`src/core/gpport_pkg.sv`:
```
// Package: register map, field positions and carrier types of the dual GPIO port block
package gpport_pkg;

	// ----------------------------------------
	// Geometry
	// ----------------------------------------
	localparam int PINS = 8;
	localparam int AW = 12;

	// ----------------------------------------
	// Window bases inside the APB space
	// ----------------------------------------
	localparam logic [11:0] FIRST_BASE = 12'h000;
	localparam logic [11:0] SECOND_BASE = 12'h040;
	localparam logic [11:0] WIN_MASK = 12'hfc0;
	localparam logic [11:0] BASE_FIRST_HI = 12'h000;
	localparam logic [11:0] BASE_SECOND_HI = 12'h040;

	// ----------------------------------------
	// Register offsets from a port base
	// ----------------------------------------
	localparam logic [5:0] OFF_DATA = 6'h00;
	localparam logic [5:0] OFF_OUT_EN = 6'h04;
	localparam logic [5:0] OFF_FUNC = 6'h08;
	localparam logic [5:0] OFF_OPEN_DRAIN = 6'h28;
	localparam logic [5:0] OFF_PULLUP = 6'h2c;
	localparam logic [5:0] OFF_IN_EN = 6'h38;

	// ----------------------------------------
	// Reset values
	// ----------------------------------------
	localparam logic [7:0] RST_ZERO = 8'h00;
	localparam logic [7:0] RST_SECOND_PULLUP = 8'h01;

	// ----------------------------------------
	// First port function bit positions
	// ----------------------------------------
	localparam int FB_SER0_TX = 0;
	localparam int FB_SER0_RX = 1;
	localparam int FB_SER0_CLK = 2;
	localparam int FB_EXT_EXTERNAL_INTERRUPT_FOUR = 3;
	localparam int FB_SER2_TX = 4;
	localparam int FB_SER2_RX = 5;
	localparam int FB_SER2_CLK = 6;
	localparam int FB_TIMER8 = 7;

	// Boot strap pin index on the second port
	localparam int BOOT_PIN = 0;

	// ----------------------------------------
	// Types
	// ----------------------------------------
	typedef enum logic {
		GPPORT_BOOT_LOADER,
		GPPORT_BOOT_FLASH
	} gpport_boot_t;

	typedef enum logic [1:0] {
		GPPORT_ST_STRAP,
		GPPORT_ST_RUN
	} gpport_state_t;

	// Pin-facing drive group of one port
	typedef struct packed {
		logic [7:0] out;
		logic [7:0] oe;
		logic [7:0] pull_en;
		logic [7:0] in_en;
	} gpport_pad_t;

	// Peripheral-side signals of the first port
	typedef struct packed {
		logic timer_eight_output;
		logic serial_two_clock;
		logic serial_two_transmit;
		logic serial_zero_clock;
		logic serial_zero_transmit;
	} gpport_alt_out_t;

	typedef struct packed {
		logic [7:0] oe;
	} gpport_alt_oe_t;

	// Whole block state
	typedef struct packed {
		gpport_state_t state;
		logic boot_mode;
		logic boot_done;
		logic [7:0] f_func;
		logic [7:0] f_od;
		logic [7:0] f_pu;
		logic [7:0] f_ie;
		logic [7:0] f_data;
		logic [7:0] f_oe;
		logic [7:0] s_data;
		logic [7:0] s_oe;
		logic [7:0] s_func;
		logic [7:0] s_pu;
		logic [7:0] s_ie;
		logic [31:0] prdata;
		logic pready;
		logic pslverr;
		gpport_pad_t f_pad;
		gpport_pad_t s_pad;
		logic [7:0] f_alt_in;
		logic [7:0] s_alt_in;
		logic ext_external_interrupt_four;
	} gpport_regs_t;

endpackage

```
`src/core/gpport_top.sv`:
```
// Dual eight-pin GPIO port with APB registers, alternate functions and boot strap
// Function
// - Eight pins per port; per-pin input and output enables.
// - Second port pins feed timer inputs and the boot mode select.
// - During reset the strap pin input buffer and pull-up are on.
// - Strap high at reset release selects single mode from flash.
// - Strap low at reset release selects single boot loader mode.
// - After reset second port pins are plain, inputs and outputs off.
// - After reset second port pull-up on pin 0 only.
// - Second port decodes data 0x00, output enable 0x04, function 0x08.
// - Second port decodes pull-up 0x2c and input enable 0x38.
// - Second port data: bits 7-0, upper bits read zero, reset zero.
// - First port open-drain bits: 0 push-pull, 1 open-drain, reset zero.
// - First port pull-up bits enable pull-ups, reset zero.
// - First port input enable bits enable input buffers, reset zero.
// - First port function: 0 plain, bit 7 timer out, bit 3 interrupt 4.
// - Function bits 6-4 route serial two, bits 2-0 serial zero.
// - First port registers: bits 31-8 read zero, 7-0 read/write.
// - First port decodes function 0x08, open-drain 0x28, pull-up 0x2c, input 0x38.
// - Interrupt 4 delivered whenever its input buffer is on, outside stop.
`timescale 1ns/100ps

module gpport_top (
	input wire logic mclk,
	input wire logic rstn,
	input wire logic psel,
	input wire logic penable,
	input wire logic pwrite,
	input wire logic [11:0] paddr,
	input wire logic [31:0] pwdata,
	output logic [31:0] prdata,
	output logic pready,
	output logic pslverr,
	input wire logic stop_mode,
	input wire logic [7:0] first_pin_in,
	output logic [7:0] first_pin_out,
	output logic [7:0] first_pin_oe,
	output logic [7:0] first_pin_pullup,
	output logic [7:0] first_pin_in_en,
	input wire logic [7:0] second_pin_in,
	output logic [7:0] second_pin_out,
	output logic [7:0] second_pin_oe,
	output logic [7:0] second_pin_pullup,
	output logic [7:0] second_pin_in_en,
	input wire gpport_pkg::gpport_alt_out_t alt_out,
	output logic [7:0] first_alt_in,
	output logic [7:0] timer_input,
	output logic external_interrupt_four,
	output logic boot_from_flash,
	output logic boot_valid
);

	// ----------------------------------------
	// Pin synchronisers
	// ----------------------------------------
	logic [7:0] f_sync1_q;
	logic [7:0] f_sync2_q;
	logic [7:0] s_sync1_q;
	logic [7:0] s_sync2_q;

	// No reset: the strap level must reach stage two while reset is low
	always_ff @(posedge mclk) begin
		f_sync1_q <= first_pin_in;
		f_sync2_q <= f_sync1_q;
		s_sync1_q <= second_pin_in;
		s_sync2_q <= s_sync1_q;
	end

	// ----------------------------------------
	// Helpers
	// ----------------------------------------
	function automatic logic [5:0] win_off(input logic [11:0] a);
		win_off = a[5:0];
	endfunction

	function automatic logic [31:0] zext(input logic [7:0] v);
		zext = {24'h000000, v};
	endfunction

	// Pad drive for one pin: open-drain only pulls low
	function automatic logic pad_oe(input logic en, input logic od, input logic val);
		pad_oe = en & (~od | ~val);
	endfunction

	// ----------------------------------------
	// State
	// ----------------------------------------
	gpport_pkg::gpport_regs_t st_q;
	gpport_pkg::gpport_regs_t st_d;

	logic [7:0] f_drv_val;
	logic [7:0] f_drv_en;
	logic [5:0] off;
	logic hit_first;
	logic hit_second;
	logic setup;
	logic wr;
	logic rd;
	logic mapped;
	logic [31:0] rdata;

	always_comb begin
		st_d = st_q;
		off = win_off(paddr);
		hit_first = (paddr & gpport_pkg::WIN_MASK) == gpport_pkg::FIRST_BASE;
		hit_second = (paddr & gpport_pkg::WIN_MASK) == gpport_pkg::SECOND_BASE;
		setup = psel & ~penable;
		// Write lands at the edge where the master samples ready high
		wr = psel & penable & pwrite & st_q.pready;
		rd = setup & ~pwrite;
		mapped = 1'b0;
		rdata = 32'h00000000;

		// Boot strap sampling after reset release
		case (st_q.state)
			gpport_pkg::GPPORT_ST_STRAP: begin
				st_d.boot_mode = s_sync2_q[gpport_pkg::BOOT_PIN];
				st_d.boot_done = 1'b1;
				st_d.state = gpport_pkg::GPPORT_ST_RUN;
			end
			default: begin
				st_d.state = gpport_pkg::GPPORT_ST_RUN;
			end
		endcase

		// Address decode, first port
		if (hit_first && off == gpport_pkg::OFF_DATA) begin
			mapped = 1'b1;
			rdata = zext((st_q.f_data & ~st_q.f_ie) | (f_sync2_q & st_q.f_ie));
			if (wr) st_d.f_data = pwdata[7:0];
		end else if (hit_first && off == gpport_pkg::OFF_OUT_EN) begin
			mapped = 1'b1;
			rdata = zext(st_q.f_oe);
			if (wr) st_d.f_oe = pwdata[7:0];
		end else if (hit_first && off == gpport_pkg::OFF_FUNC) begin
			mapped = 1'b1;
			rdata = zext(st_q.f_func);
			if (wr) st_d.f_func = pwdata[7:0];
		end else if (hit_first && off == gpport_pkg::OFF_OPEN_DRAIN) begin
			mapped = 1'b1;
			rdata = zext(st_q.f_od);
			if (wr) st_d.f_od = pwdata[7:0];
		end else if (hit_first && off == gpport_pkg::OFF_PULLUP) begin
			mapped = 1'b1;
			rdata = zext(st_q.f_pu);
			if (wr) st_d.f_pu = pwdata[7:0];
		end else if (hit_first && off == gpport_pkg::OFF_IN_EN) begin
			mapped = 1'b1;
			rdata = zext(st_q.f_ie);
			if (wr) st_d.f_ie = pwdata[7:0];
		// Address decode, second port
		end else if (hit_second && off == gpport_pkg::OFF_DATA) begin
			mapped = 1'b1;
			rdata = zext((st_q.s_data & ~st_q.s_ie) | (s_sync2_q & st_q.s_ie));
			if (wr) st_d.s_data = pwdata[7:0];
		end else if (hit_second && off == gpport_pkg::OFF_OUT_EN) begin
			mapped = 1'b1;
			rdata = zext(st_q.s_oe);
			if (wr) st_d.s_oe = pwdata[7:0];
		end else if (hit_second && off == gpport_pkg::OFF_FUNC) begin
			mapped = 1'b1;
			rdata = zext(st_q.s_func);
			if (wr) st_d.s_func = pwdata[7:0];
		end else if (hit_second && off == gpport_pkg::OFF_PULLUP) begin
			mapped = 1'b1;
			rdata = zext(st_q.s_pu);
			if (wr) st_d.s_pu = pwdata[7:0];
		end else if (hit_second && off == gpport_pkg::OFF_IN_EN) begin
			mapped = 1'b1;
			rdata = zext(st_q.s_ie);
			if (wr) st_d.s_ie = pwdata[7:0];
		end

		// APB answer: one access cycle, error on unmapped or reserved address
		st_d.pready = setup;
		st_d.pslverr = setup & ~mapped;
		if (rd) st_d.prdata = rdata;
		else if (setup) st_d.prdata = 32'h00000000;

		// First port output mux: function bit steers the peripheral onto the pin
		f_drv_val = st_q.f_data;
		f_drv_en = st_q.f_oe;
		if (st_q.f_func[gpport_pkg::FB_TIMER8]) begin
			f_drv_val[gpport_pkg::FB_TIMER8] = alt_out.timer_eight_output;
			f_drv_en[gpport_pkg::FB_TIMER8] = 1'b1;
		end
		if (st_q.f_func[gpport_pkg::FB_SER2_CLK]) begin
			f_drv_val[gpport_pkg::FB_SER2_CLK] = alt_out.serial_two_clock;
			f_drv_en[gpport_pkg::FB_SER2_CLK] = 1'b1;
		end
		if (st_q.f_func[gpport_pkg::FB_SER2_TX]) begin
			f_drv_val[gpport_pkg::FB_SER2_TX] = alt_out.serial_two_transmit;
			f_drv_en[gpport_pkg::FB_SER2_TX] = 1'b1;
		end
		if (st_q.f_func[gpport_pkg::FB_SER0_CLK]) begin
			f_drv_val[gpport_pkg::FB_SER0_CLK] = alt_out.serial_zero_clock;
			f_drv_en[gpport_pkg::FB_SER0_CLK] = 1'b1;
		end
		if (st_q.f_func[gpport_pkg::FB_SER0_TX]) begin
			f_drv_val[gpport_pkg::FB_SER0_TX] = alt_out.serial_zero_transmit;
			f_drv_en[gpport_pkg::FB_SER0_TX] = 1'b1;
		end

		// First port pads
		st_d.f_pad.out = f_drv_val & ~st_q.f_od;
		for (int i = 0; i < gpport_pkg::PINS; i++) begin
			st_d.f_pad.oe[i] = pad_oe(f_drv_en[i], st_q.f_od[i], f_drv_val[i]);
		end
		st_d.f_pad.pull_en = st_q.f_pu;
		st_d.f_pad.in_en = st_q.f_ie;

		// Second port pads
		st_d.s_pad.out = st_q.s_data;
		st_d.s_pad.oe = st_q.s_oe;
		st_d.s_pad.pull_en = st_q.s_pu;
		st_d.s_pad.in_en = st_q.s_ie;

		// Peripheral inputs, gated by function select and input buffer; interrupt 4 gated by function select only in stop
		st_d.f_alt_in = f_sync2_q & st_q.f_func & st_q.f_ie;
		st_d.s_alt_in = s_sync2_q & st_q.s_func & st_q.s_ie;
		st_d.ext_external_interrupt_four = ~stop_mode & st_q.f_ie[gpport_pkg::FB_EXT_EXTERNAL_INTERRUPT_FOUR]
			& f_sync2_q[gpport_pkg::FB_EXT_EXTERNAL_INTERRUPT_FOUR];
		if (stop_mode) begin
			st_d.ext_external_interrupt_four = st_q.f_ie[gpport_pkg::FB_EXT_EXTERNAL_INTERRUPT_FOUR]
				& st_q.f_func[gpport_pkg::FB_EXT_EXTERNAL_INTERRUPT_FOUR]
				& f_sync2_q[gpport_pkg::FB_EXT_EXTERNAL_INTERRUPT_FOUR];
		end
	end

	// ----------------------------------------
	// State register
	// ----------------------------------------
	always_ff @(posedge mclk or negedge rstn) begin
		if (!rstn) begin
			st_q <= '0;
			st_q.state <= gpport_pkg::GPPORT_ST_STRAP;
			st_q.s_pu <= gpport_pkg::RST_SECOND_PULLUP;
			st_q.s_pad.pull_en <= gpport_pkg::RST_SECOND_PULLUP;
			st_q.s_pad.in_en <= gpport_pkg::RST_SECOND_PULLUP;
		end else begin
			st_q <= st_d;
		end
	end

	// ----------------------------------------
	// Outputs
	// ----------------------------------------
	assign prdata = st_q.prdata;
	assign pready = st_q.pready;
	assign pslverr = st_q.pslverr;
	assign first_pin_out = st_q.f_pad.out;
	assign first_pin_oe = st_q.f_pad.oe;
	assign first_pin_pullup = st_q.f_pad.pull_en;
	assign first_pin_in_en = st_q.f_pad.in_en;
	assign second_pin_out = st_q.s_pad.out;
	assign second_pin_oe = st_q.s_pad.oe;
	assign second_pin_pullup = st_q.s_pad.pull_en;
	assign second_pin_in_en = st_q.s_pad.in_en;
	assign first_alt_in = st_q.f_alt_in;
	assign timer_input = st_q.s_alt_in;
	assign external_interrupt_four = st_q.ext_external_interrupt_four;
	assign boot_from_flash = st_q.boot_mode;
	assign boot_valid = st_q.boot_done;

endmodule

```
`config.mk`:
```
export PLATFORM = sky130hd
export DESIGN_NAME = gpport_top
export DESIGN_NICKNAME = d
export VERILOG_FILES = /design/src/core/gpport_pkg.sv /design/src/core/gpport_top.sv
export SDC_FILE = /design/constraint.sdc
export NUM_CORES = 1
export LEC_CHECK = 0
export BUFFER_PORTS_ARGS = -buffer_cell sky130_fd_sc_hd__buf_2
export CAP_MARGIN = 0
export CORE_MARGIN = 3
export CORE_UTILIZATION = 49
export DETAILED_ROUTE_END_ITERATION = 10
export PLACE_DENSITY = 0.78
export SLEW_MARGIN = 20
export SYNTH_ARGS = -nofsm -noshare
export SYNTH_HDL_FRONTEND = slang
export SYNTH_SLANG_ARGS = --single-unit
```
`constraint.sdc`:
```
create_clock -name mclk -period 2.1 [get_ports mclk]
set_input_delay 0.105 -clock mclk [delete_from_list [all_inputs] [get_ports mclk]]
set_output_delay 0.105 -clock mclk [all_outputs]
set_load 0.02 [all_outputs]
```
======== Yosys cells after proc, flatten, opt, wreduce, memory -nomap -nowiden ========
Index checks and enable logic that the tools add are counted.
word-level totals
  RAM bits ................................ 0
  memories kept ........................... 0
  output and inout port bits .............. 117
  bits in registers ....................... 238
  input bits .............................. 71
  latch bits .............................. 0
  logic and storage cells ................. 169
  bits in read-only memories .............. 0
operators by class
  div/mod/pow operators ................... 0
  bitwise logic cells ..................... 70
  reduce and logical (&&, ||, !) cells .... 26
  $mul .................................... 0
  add/sub/neg operators ................... 0
  $lt $le $gt $ge ......................... 0
  shift-type cells ........................ 0
  multiplexer cells ....................... 35
  equal/unequal tests ..................... 6
operator list
  cell                count
  $mux 8              11
  $and 8x8->8         9
  $mux 32             2
  $not 1->1           30
  $not 8->8           3
  $mux 1              22
  $and 1x1->1         18
  $eq 6x6->1 const B  3
  $or 8x8->8          2
  $logic_not 12->1    1
  $reduce_and 12->1   1
  $logic_and 1x1->1   11
  $reduce_and 11->1   1
  $reduce_and 10->1   1
  $reduce_and 9->1    1
  $or 1x1->1          8
  $reduce_and 8->1    1
  $reduce_and 7->1    1
  $eq 6x1->1 const B  1
  $eq 6x3->1 const B  1
  $eq 6x4->1 const B  1
  $logic_not 6->1     1
  $reduce_and 6->1    1
  $reduce_and 5->1    1
  5 further kinds     5

======== Logic depth before layout (Yosys ltp) ========
Gate-level depths: netlist (run 1).
  word-level depth ........................ 15
  gate-level depth with buffers ........... 8
  mapped depth without buffers ............ 6

======== Least setup slack after synthesis (run 1) ========
No wires, ideal clock.
  path kind ............................... input to register
  start point ............................. input port paddr[5]
  end point ............................... register st_q, in the netlist f_drv_en[1]
  library setup time ...................... 125 ps
  slack ................................... 176 ps
  cell stages on the path ................. 4
  arrival ................................. 1799 ps
  data required time ...................... 1975 ps
  buffers on the path ..................... 1
  cell sequence ........................... buf_2 -> or4_2 -> nor4_4 -> mux2_2
between the ends
  cells in the longest elaborated chain, start to end .. 4
  elaborated cells on any way between the ends .. 6
  classes of those cells .................. eq/ne: 1; bitwise: 1; reduce/logical: 4
ends and longest elaborated chain
  what                          line               RTL
  start, declared               gpport_top.sv:29   input wire logic [11:0] paddr,
  $logic_not 6->1               gpport_top.sv:127  if (hit_first && off == gpport_pkg::OFF_DATA) begin
  $logic_and 1x1->1             gpport_top.sv:127
  $not 1->1 (no line)           n/a
  $reduce_and 3->1 (no line) *  n/a
  end signal, assigned          gpport_top.sv:241  st_q <= st_d;
  end, declared                 gpport_top.sv:88   gpport_pkg::gpport_regs_t st_q;
Every way passes the cells marked *; elsewhere a longest branch is shown, timed or not.
A chain may end at the register's enable or synchronous reset.

======== Worst setup path after layout (run 1) ========
  start point ............................. register st_q, in the netlist pready
  end point ............................... register st_q, in the netlist st_d[48]
between the ends
  cells in the longest elaborated chain, start to end .. 2
ends and longest elaborated chain
  what                        line               RTL
  $and 1x1->1                 gpport_top.sv:109  wr = psel & penable & pwrite & st_q.pready;
  $reduce_and 8->1 (no line)  n/a
No other way between the ends.

==> reports/qor.yml, run 1 <==
cts:
  h-tree-depth: 1
  cts_setup_buffers: 0
  cts.path.max_buffers: 3
  clock_sinks: 214
  cts_tree: "done"
  clock_latency_ns: 0.51
  cts-root-buf: "clkbuf_16"
  cts_buffers: 24
  cts.clk_slew.worst_paths_ns: 0.06
setup_path:
  path_delay_family: "simple AND/OR/NAND/NOR gates"
  path_cells: "nand4_1 -> buf_4 -> nor2_1 -> and3_1 -> buf_4 -> mux2_2"
  reg2reg_from: "pready$_DFF_PN0_"
  critPathMaxStageDelay_ns: 0.36
  endpoint: "st_d[48]$_DFFE_PN0P_"
  cp_data_required_time_ns: 2.49
  critPathLaunchType: "register"
  cp_max_fo: 6
  rrSetupSlack_ns: 0.13
  cpMostUsedCell: "buf_4"
  crit_type: "register to register"
  endpoint_kind: "register"
  critPathSlowestCell: "dfrtp_1"
  cp_num_buf_inv: 2
  reg2reg_depth: 6
  worstPathArrival_ns: 2.36
  path_depth: 6
  critPathLaunch: "pready$_DFF_PN0_"
  reg2reg_to: "st_d[48]$_DFFE_PN0P_"
drt:
  routed_wl_mm: 21.3
  wl_per_cell_um: 19.5
  ant_nets: 0
  num_vias: 5922
  dr.pass1.iters: 5
  drc: 0
  drt_iter0_markers: 407
  vias_per_cell: 5.42
synthesis:
  synth-adder-area-share: 0
  async_flop_share: 0.850
  ys_seq_elements: 214
  yosysTopAreaCellShare: 0.494
  yosysTopAreaCell: "dfrtp_1"
  post-synth-top-count-cell: "dfrtp_1"
  synth-compound-area-share: 0.0784
  yosysUniqueCellTypes: 64
  synth_mux_area_frac: 0.138
  yosysWarningCount: 0
  synth_top_family_by_area: "multiplexers"
  yosys.area_share.simple: 0.0988
  netlist_instances: 726
  yosysSeqAreaShare: 0.573
  synthFlopType: "dfrtp_1"
  syn-cell-area_um2: 9070
  synth_edf_count: 0
  synth_area_leaders: "dfrtp_1 49%, mux2_2 12%, buf_4 9.3%"
  synth_common_cells: "179 x dfrtp_1, 112 x buf_4, 94 x mux2_2"
  synthXorXnorAreaFrac: 0.000966
  avgSynthCellArea_um2: 12.5
die:
  ioPinCount: 188
  start_util: 0.501
  core_area_um2: 18100
  die_y_um: 142
  rows: 49
  dieWidth_um: 142
  dieArea_um2: 20200
power_and_ir_drop:
  switchingPower_mw: 1.90
  power_frac_clock: 0.480
  intPower_mw: 6.91
  pwr-share-comb: 0.047
  p_leak_nw: 5.40
  p_per_area_nw_per_um2: 824
  switching_share: 0.216
  power.share.sequential: 0.473
  ir_drop_mv: 0.675
global_routing:
  antenna_found_initial: 0
  globalRouteOverflowTotal: 0
  grt_pass1_vias: 6032
  grt_pass1_wl_mm: 33.3
  grt_max_degree: 83
  grt_use_total: 0.208
final_layout:
  design_area_um2: 10700
  drive_above_1_share: 0.391
  fin_cells: 1093
  nets: 917
  n_antenna_cell: 0
  area_growth_syn_to_layout_pct: 17.9
  largest_reg_flops: 48
flow_run:
  cap_viol_max_count: 0
placement:
  dpl.hpwl_mm: 14.9
  dp.cells: 1020
  place_congestion: 0.952
  place_area_um2: 9580
  port_buffers: 139
  preCtsSetupSlack_ns: -0.234
min_path:
  hp-class: "input pin to register"
sta:
  fin_ws_ns: 0.128
  fin_hold_ws_ns: 0.0205
  rsz0062_at_grt: "false"
  maxSlewHeadroom: 0.574
  setup_viol: 0
  hold_violations: 0
  worst_slew_pin_slew_ns: 0.623
  drv_slew: 0
  period_share: 0.939
  setup_total_negative_slack_ns: 0
  finalCriticalPeriod_ns: 1.97
  finClkSkew_ns: 0.00820
  clock.fmax_mhz: 507
run_status:
  status: "completed"
==> cells in the final DEF, fill, tap and decap left out, drive strengths merged, types with 9 or more instances in the layout <==
cell type / instances
dfxtp: 32
nand2: 30
mux2i: 19
buf: 185
a31oi: 9
nor2b: 14
nor2: 20
dlygate4sd3: 29
nor3: 9
mux2: 94
a21oi: 16
and3: 19
clkbuf: 37
o21ai: 13
dfrtp: 179
nand3: 14
conb: 25
==> worst reg2reg max path, delay by kind of cell (launching register included) <==
kind,cells,cell delay [ns]
buffers and inverters,2,0.41
DFF,1,0.36
muxes,1,0.35
and+or+nand+nor,3,0.73
==> area by class of cell <==
type / count / area [µm²]
fill: 1388 / 7390
sequential: 214 / 5200
multi-input combinational: 385 / 2960
timing repair buffer: 214 / 1400
clock buffer: 37 / 721
tap: 229 / 287
clock inverter: 7 / 96.3
inverter: 7 / 26.3
==> worst min-delay path by stage <==
stage / startpoint / to / slack [ns] / cells after the start
2_1_floorplan: rstn / boot_from_flash$_DFFE_PN0N_ / -0.19 / 0
3_3_place_gp: rstn / first_pin_oe[1]$_DFF_PN0_ / 0.03 / 1
3_5_place_dp: rstn / first_pin_out[7]$_DFF_PN0_ / 0.04 / 1
4_1_cts: pwdata[5] / st_d[38]$_DFFE_PN0P_ / 0.01 / 2
5_1_grt: pwdata[5] / st_d[38]$_DFFE_PN0P_ / 0.03 / 2
6_report: pwdata[3] / st_q[134]$_DFFE_PN0P_ / 0.02 / 2
==> metrics by stage <==
step,power (mW),util
2_1_floorplan,4.45,-
3_3_place_gp,4.61,0.530
3_5_place_dp,4.62,0.530
4_1_cts,8.89,0.591
5_1_grt,9.11,0.591
6_report,8.81,0.591
==> power groups by stage <==
stage / Combinational (mW) / Clock [mW] / Sequential, mW
after floorplan: 0.197 / 0 / 4.25
after global placement: 0.364 / 0 / 4.25
after detailed placement: 0.369 / 0 / 4.25
after CTS: 0.412 / 4.31 / 4.17
after global routing: 0.451 / 4.48 / 4.17
final: 0.412 / 4.23 / 4.17
==> cells by family after synthesis <==
group,after synthesis
flip-flops,214
buffers and inverters,150
AND/OR/NAND/NOR,149
multiplexers,113
AO/OA/AOI/OAI,97
other,2
XOR/XNOR,1
==> layer usage <==
layer  track usage  share of wire  routed length (µm)  vias up
li1              -              -                   -     2685
met1         0.279           0.43                9050     2968
met2         0.347           0.48               10200      222
met3        0.0386          0.062                1310       47
met4        0.0657          0.032                 688        0
met5             0              0                   0        -
==> timing repair <==
item / 4_1_cts / 5_1_grt
hold endpoints to repair: 221 / 0
setup endpoints to repair: 0 / 1
gates resized for setup: 0 / 1
hold buffers: 29 / 0
Power figures use the tool's default switching activity.
==> run 2, diff against run 1 <==
--- a/config.mk
+++ b/config.mk
@@ -10,7 +10,7 @@
 export CORE_MARGIN = 3
 export CORE_UTILIZATION = 49
 export DETAILED_ROUTE_END_ITERATION = 10
-export PLACE_DENSITY = 0.78
+export PLACE_DENSITY_LB_ADDON = 0.12
 export SLEW_MARGIN = 20
 export SYNTH_ARGS = -nofsm -noshare
 export SYNTH_HDL_FRONTEND = slang
==> reports/qor.yml, run 2 (synthesis results as in run 1) <==
global_routing:
  grt_max_degree: 84  # was 83
  grt_use_total: 0.219  # was 0.208
  antenna_found_initial: 5  # was 0
  grt_pass1_vias: 6074  # was 6032
  globalRouteOverflowTotal: 0  # unchanged
  grt_pass1_wl_mm: 34.4  # was 33.3 mm
setup_path:
  endpoint_kind: "register"  # unchanged
  cp_max_fo: 8  # was 6
  crit_type: "register to register"  # unchanged
  path_delay_family: "simple AND/OR/NAND/NOR gates"  # unchanged
  critPathSlowestCell: "nand2_1"  # was dfrtp_1
  rrSetupSlack_ns: 0.12  # was 0.13 ns
  worstPathArrival_ns: 2.36  # about the same
  critPathLaunchType: "register"  # unchanged
  critPathMaxStageDelay_ns: 0.40  # was 0.36 ns
  cp_data_required_time_ns: 2.48  # was 2.49 ns
  cp_num_buf_inv: 1  # was 2
  path_cells: "nand4_1 -> buf_4 -> nor2_1 -> nand2_1 -> mux2_2"  # was nand4_1 -> buf_4 -> nor2_1 -> and3_1 -> buf_4 -> mux2_2
drt:
  ant_nets: 0  # unchanged
  vias_per_cell: 5.39  # was 5.42
  drt_iter0_markers: 320  # was 407
  drc: 0  # unchanged
  wl_per_cell_um: 20.1  # was 19.5 µm
  routed_wl_mm: 22.0  # was 21.3 mm
  dr.pass1.iters: 5  # unchanged
  num_vias: 5903  # was 5922
sta:
  setup_total_negative_slack_ns: 0  # unchanged
  rsz0062_at_grt: "false"  # unchanged
  worst_slew_pin_slew_ns: 0.501  # was 0.623 ns
  maxSlewHeadroom: 0.665  # was 0.574
  drv_slew: 0  # unchanged
  setup_viol: 0  # unchanged
  period_share: 0.943  # was 0.939
  finClkSkew_ns: 0.00934  # was 0.00820 ns
  finalCriticalPeriod_ns: 1.98  # was 1.97 ns
  hold_violations: 0  # unchanged
  clock.fmax_mhz: 505  # was 507 MHz
  fin_hold_ws_ns: 0.0252  # was 0.0205 ns
  fin_ws_ns: 0.120  # was 0.128 ns
cts:
  cts_resized: 0  # unchanged
  cts_buffers: 22  # was 24
  clock_latency_ns: 0.50  # was 0.51 ns
  cts_tree: "done"  # unchanged
  h-tree-depth: 1  # unchanged
  cts.path.max_buffers: 3  # unchanged
  cts.clk_slew.worst_paths_ns: 0.06  # about the same
  clock_sinks: 214  # unchanged
  cts-root-buf: "clkbuf_16"  # unchanged
power_and_ir_drop:
  p_leak_nw: 5.37  # was 5.40 nW
  power_frac_clock: 0.447  # was 0.480
  switching_share: 0.223  # was 0.216
  pwr-share-comb: 0.051  # was 0.047
  p_per_area_nw_per_um2: 780  # was 824 nW/µm²
  power.share.sequential: 0.502  # was 0.473
  switchingPower_mw: 1.85  # was 1.90 mW
  intPower_mw: 6.46  # was 6.91 mW
  ir_drop_mv: 0.506  # was 0.675 mV
die:
  die_y_um: 142  # unchanged
  start_util: 0.501  # unchanged
  core_area_um2: 18100  # unchanged
  dieArea_um2: 20200  # unchanged
  dieWidth_um: 142  # unchanged
  ioPinCount: 188  # unchanged
  rows: 49  # unchanged
final_layout:
  design_area_um2: 10700  # about the same
  nets: 918  # was 917
  layout_commonest_cell: "dfrtp_1"  # unchanged
  area_growth_syn_to_layout_pct: 17.5  # was 17.9%
  final_cell_mix: "179 x dfrtp_1, 138 x buf_2, 94 x mux2_2"  # unchanged
  largest_reg_flops: 48  # unchanged
  drive_above_1_share: 0.393  # was 0.391
placement:
  dpl.hpwl_mm: 15.7  # was 14.9 mm
  port_buffers: 139  # unchanged
  place_congestion: 0.892  # was 0.952
  place_area_um2: 9660  # was 9580 µm²
  preCtsSetupSlack_ns: 0.0500  # was -0.234 ns
run_status:
  status: "completed"  # unchanged
flow_run:
  cap_viol_max_count: 0  # unchanged
min_path:
  hp-class: "input pin to async pin"  # was input pin to register
==> run 2: power groups by stage <==
stage	registers [mW]	clock network (mW)	logic, mW
after floorplan	4.25	0	0.197
after global placement	4.25	0	0.377
after detailed placement	4.25	0	0.385
after CTS	4.17	3.79	0.427
after global routing	4.17	3.95	0.465
final	4.17	3.71	0.424
==> run 2: final timing paths <==
kind / start / cells past startpoint / endpoint
hold / removal: rstn / 2 / first_alt_in[2]$_DFF_PN0_
hold reg to reg: f_sync1_q[3]$_DFF_P_ / 0 / f_sync2_q[3]$_DFF_P_
max in group asynchronous: rstn / 3 / second_pin_in_en[0]$_DFF_PN1_
setup / recovery: pready$_DFF_PN0_ / 5 / st_q[138]$_DFFE_PN0P_
min in group mclk: pwdata[2] / 2 / st_d[35]$_DFFE_PN0P_
setup reg to reg: pready$_DFF_PN0_ / 5 / st_q[138]$_DFFE_PN0P_
==> run 2: per-stage QoR <==
step,utilization,power (mW),instances
after floorplan,-,4.45,749
after global placement,0.534,4.62,1024
after detailed placement,0.534,4.63,1024
after CTS,0.588,8.39,1092
after global routing,0.589,8.59,1095
final,0.589,8.30,1096
==> run 2: layout make-up <==
cell class,count,area (µm²)
Inverter,7,26.3
Clock inverter,8,51.3
Antenna cell,4,10.0
Multi-Input combinational cell,385,2960
Clock buffer,32,649
Sequential cell,214,5200
Fill cell,1501,7440
Tap cell,229,287
Timing Repair Buffer,217,1470
==> run 2: repair_timing <==
| item | CTS | global route |
|---|---|---|
| endpoints found under the hold margin | 221 | 0 |
| hold buffers | 28 | 0 |
| buffers inserted | 0 | 0 |
| setup endpoints to repair | 0 | 0 |
==> run 2: routing by layer <==
| metal | vias up | track usage | part of all wire |
|---|---|---|---|
| li1 | 2701 | - | - |
| met1 | 2935 | 0.297 | 0.43 |
| met2 | 218 | 0.358 | 0.48 |
| met3 | 47 | 0.0427 | 0.063 |
| met4 | 2 | 0.0707 | 0.026 |
| met5 | - | 0 | 0.00032 |
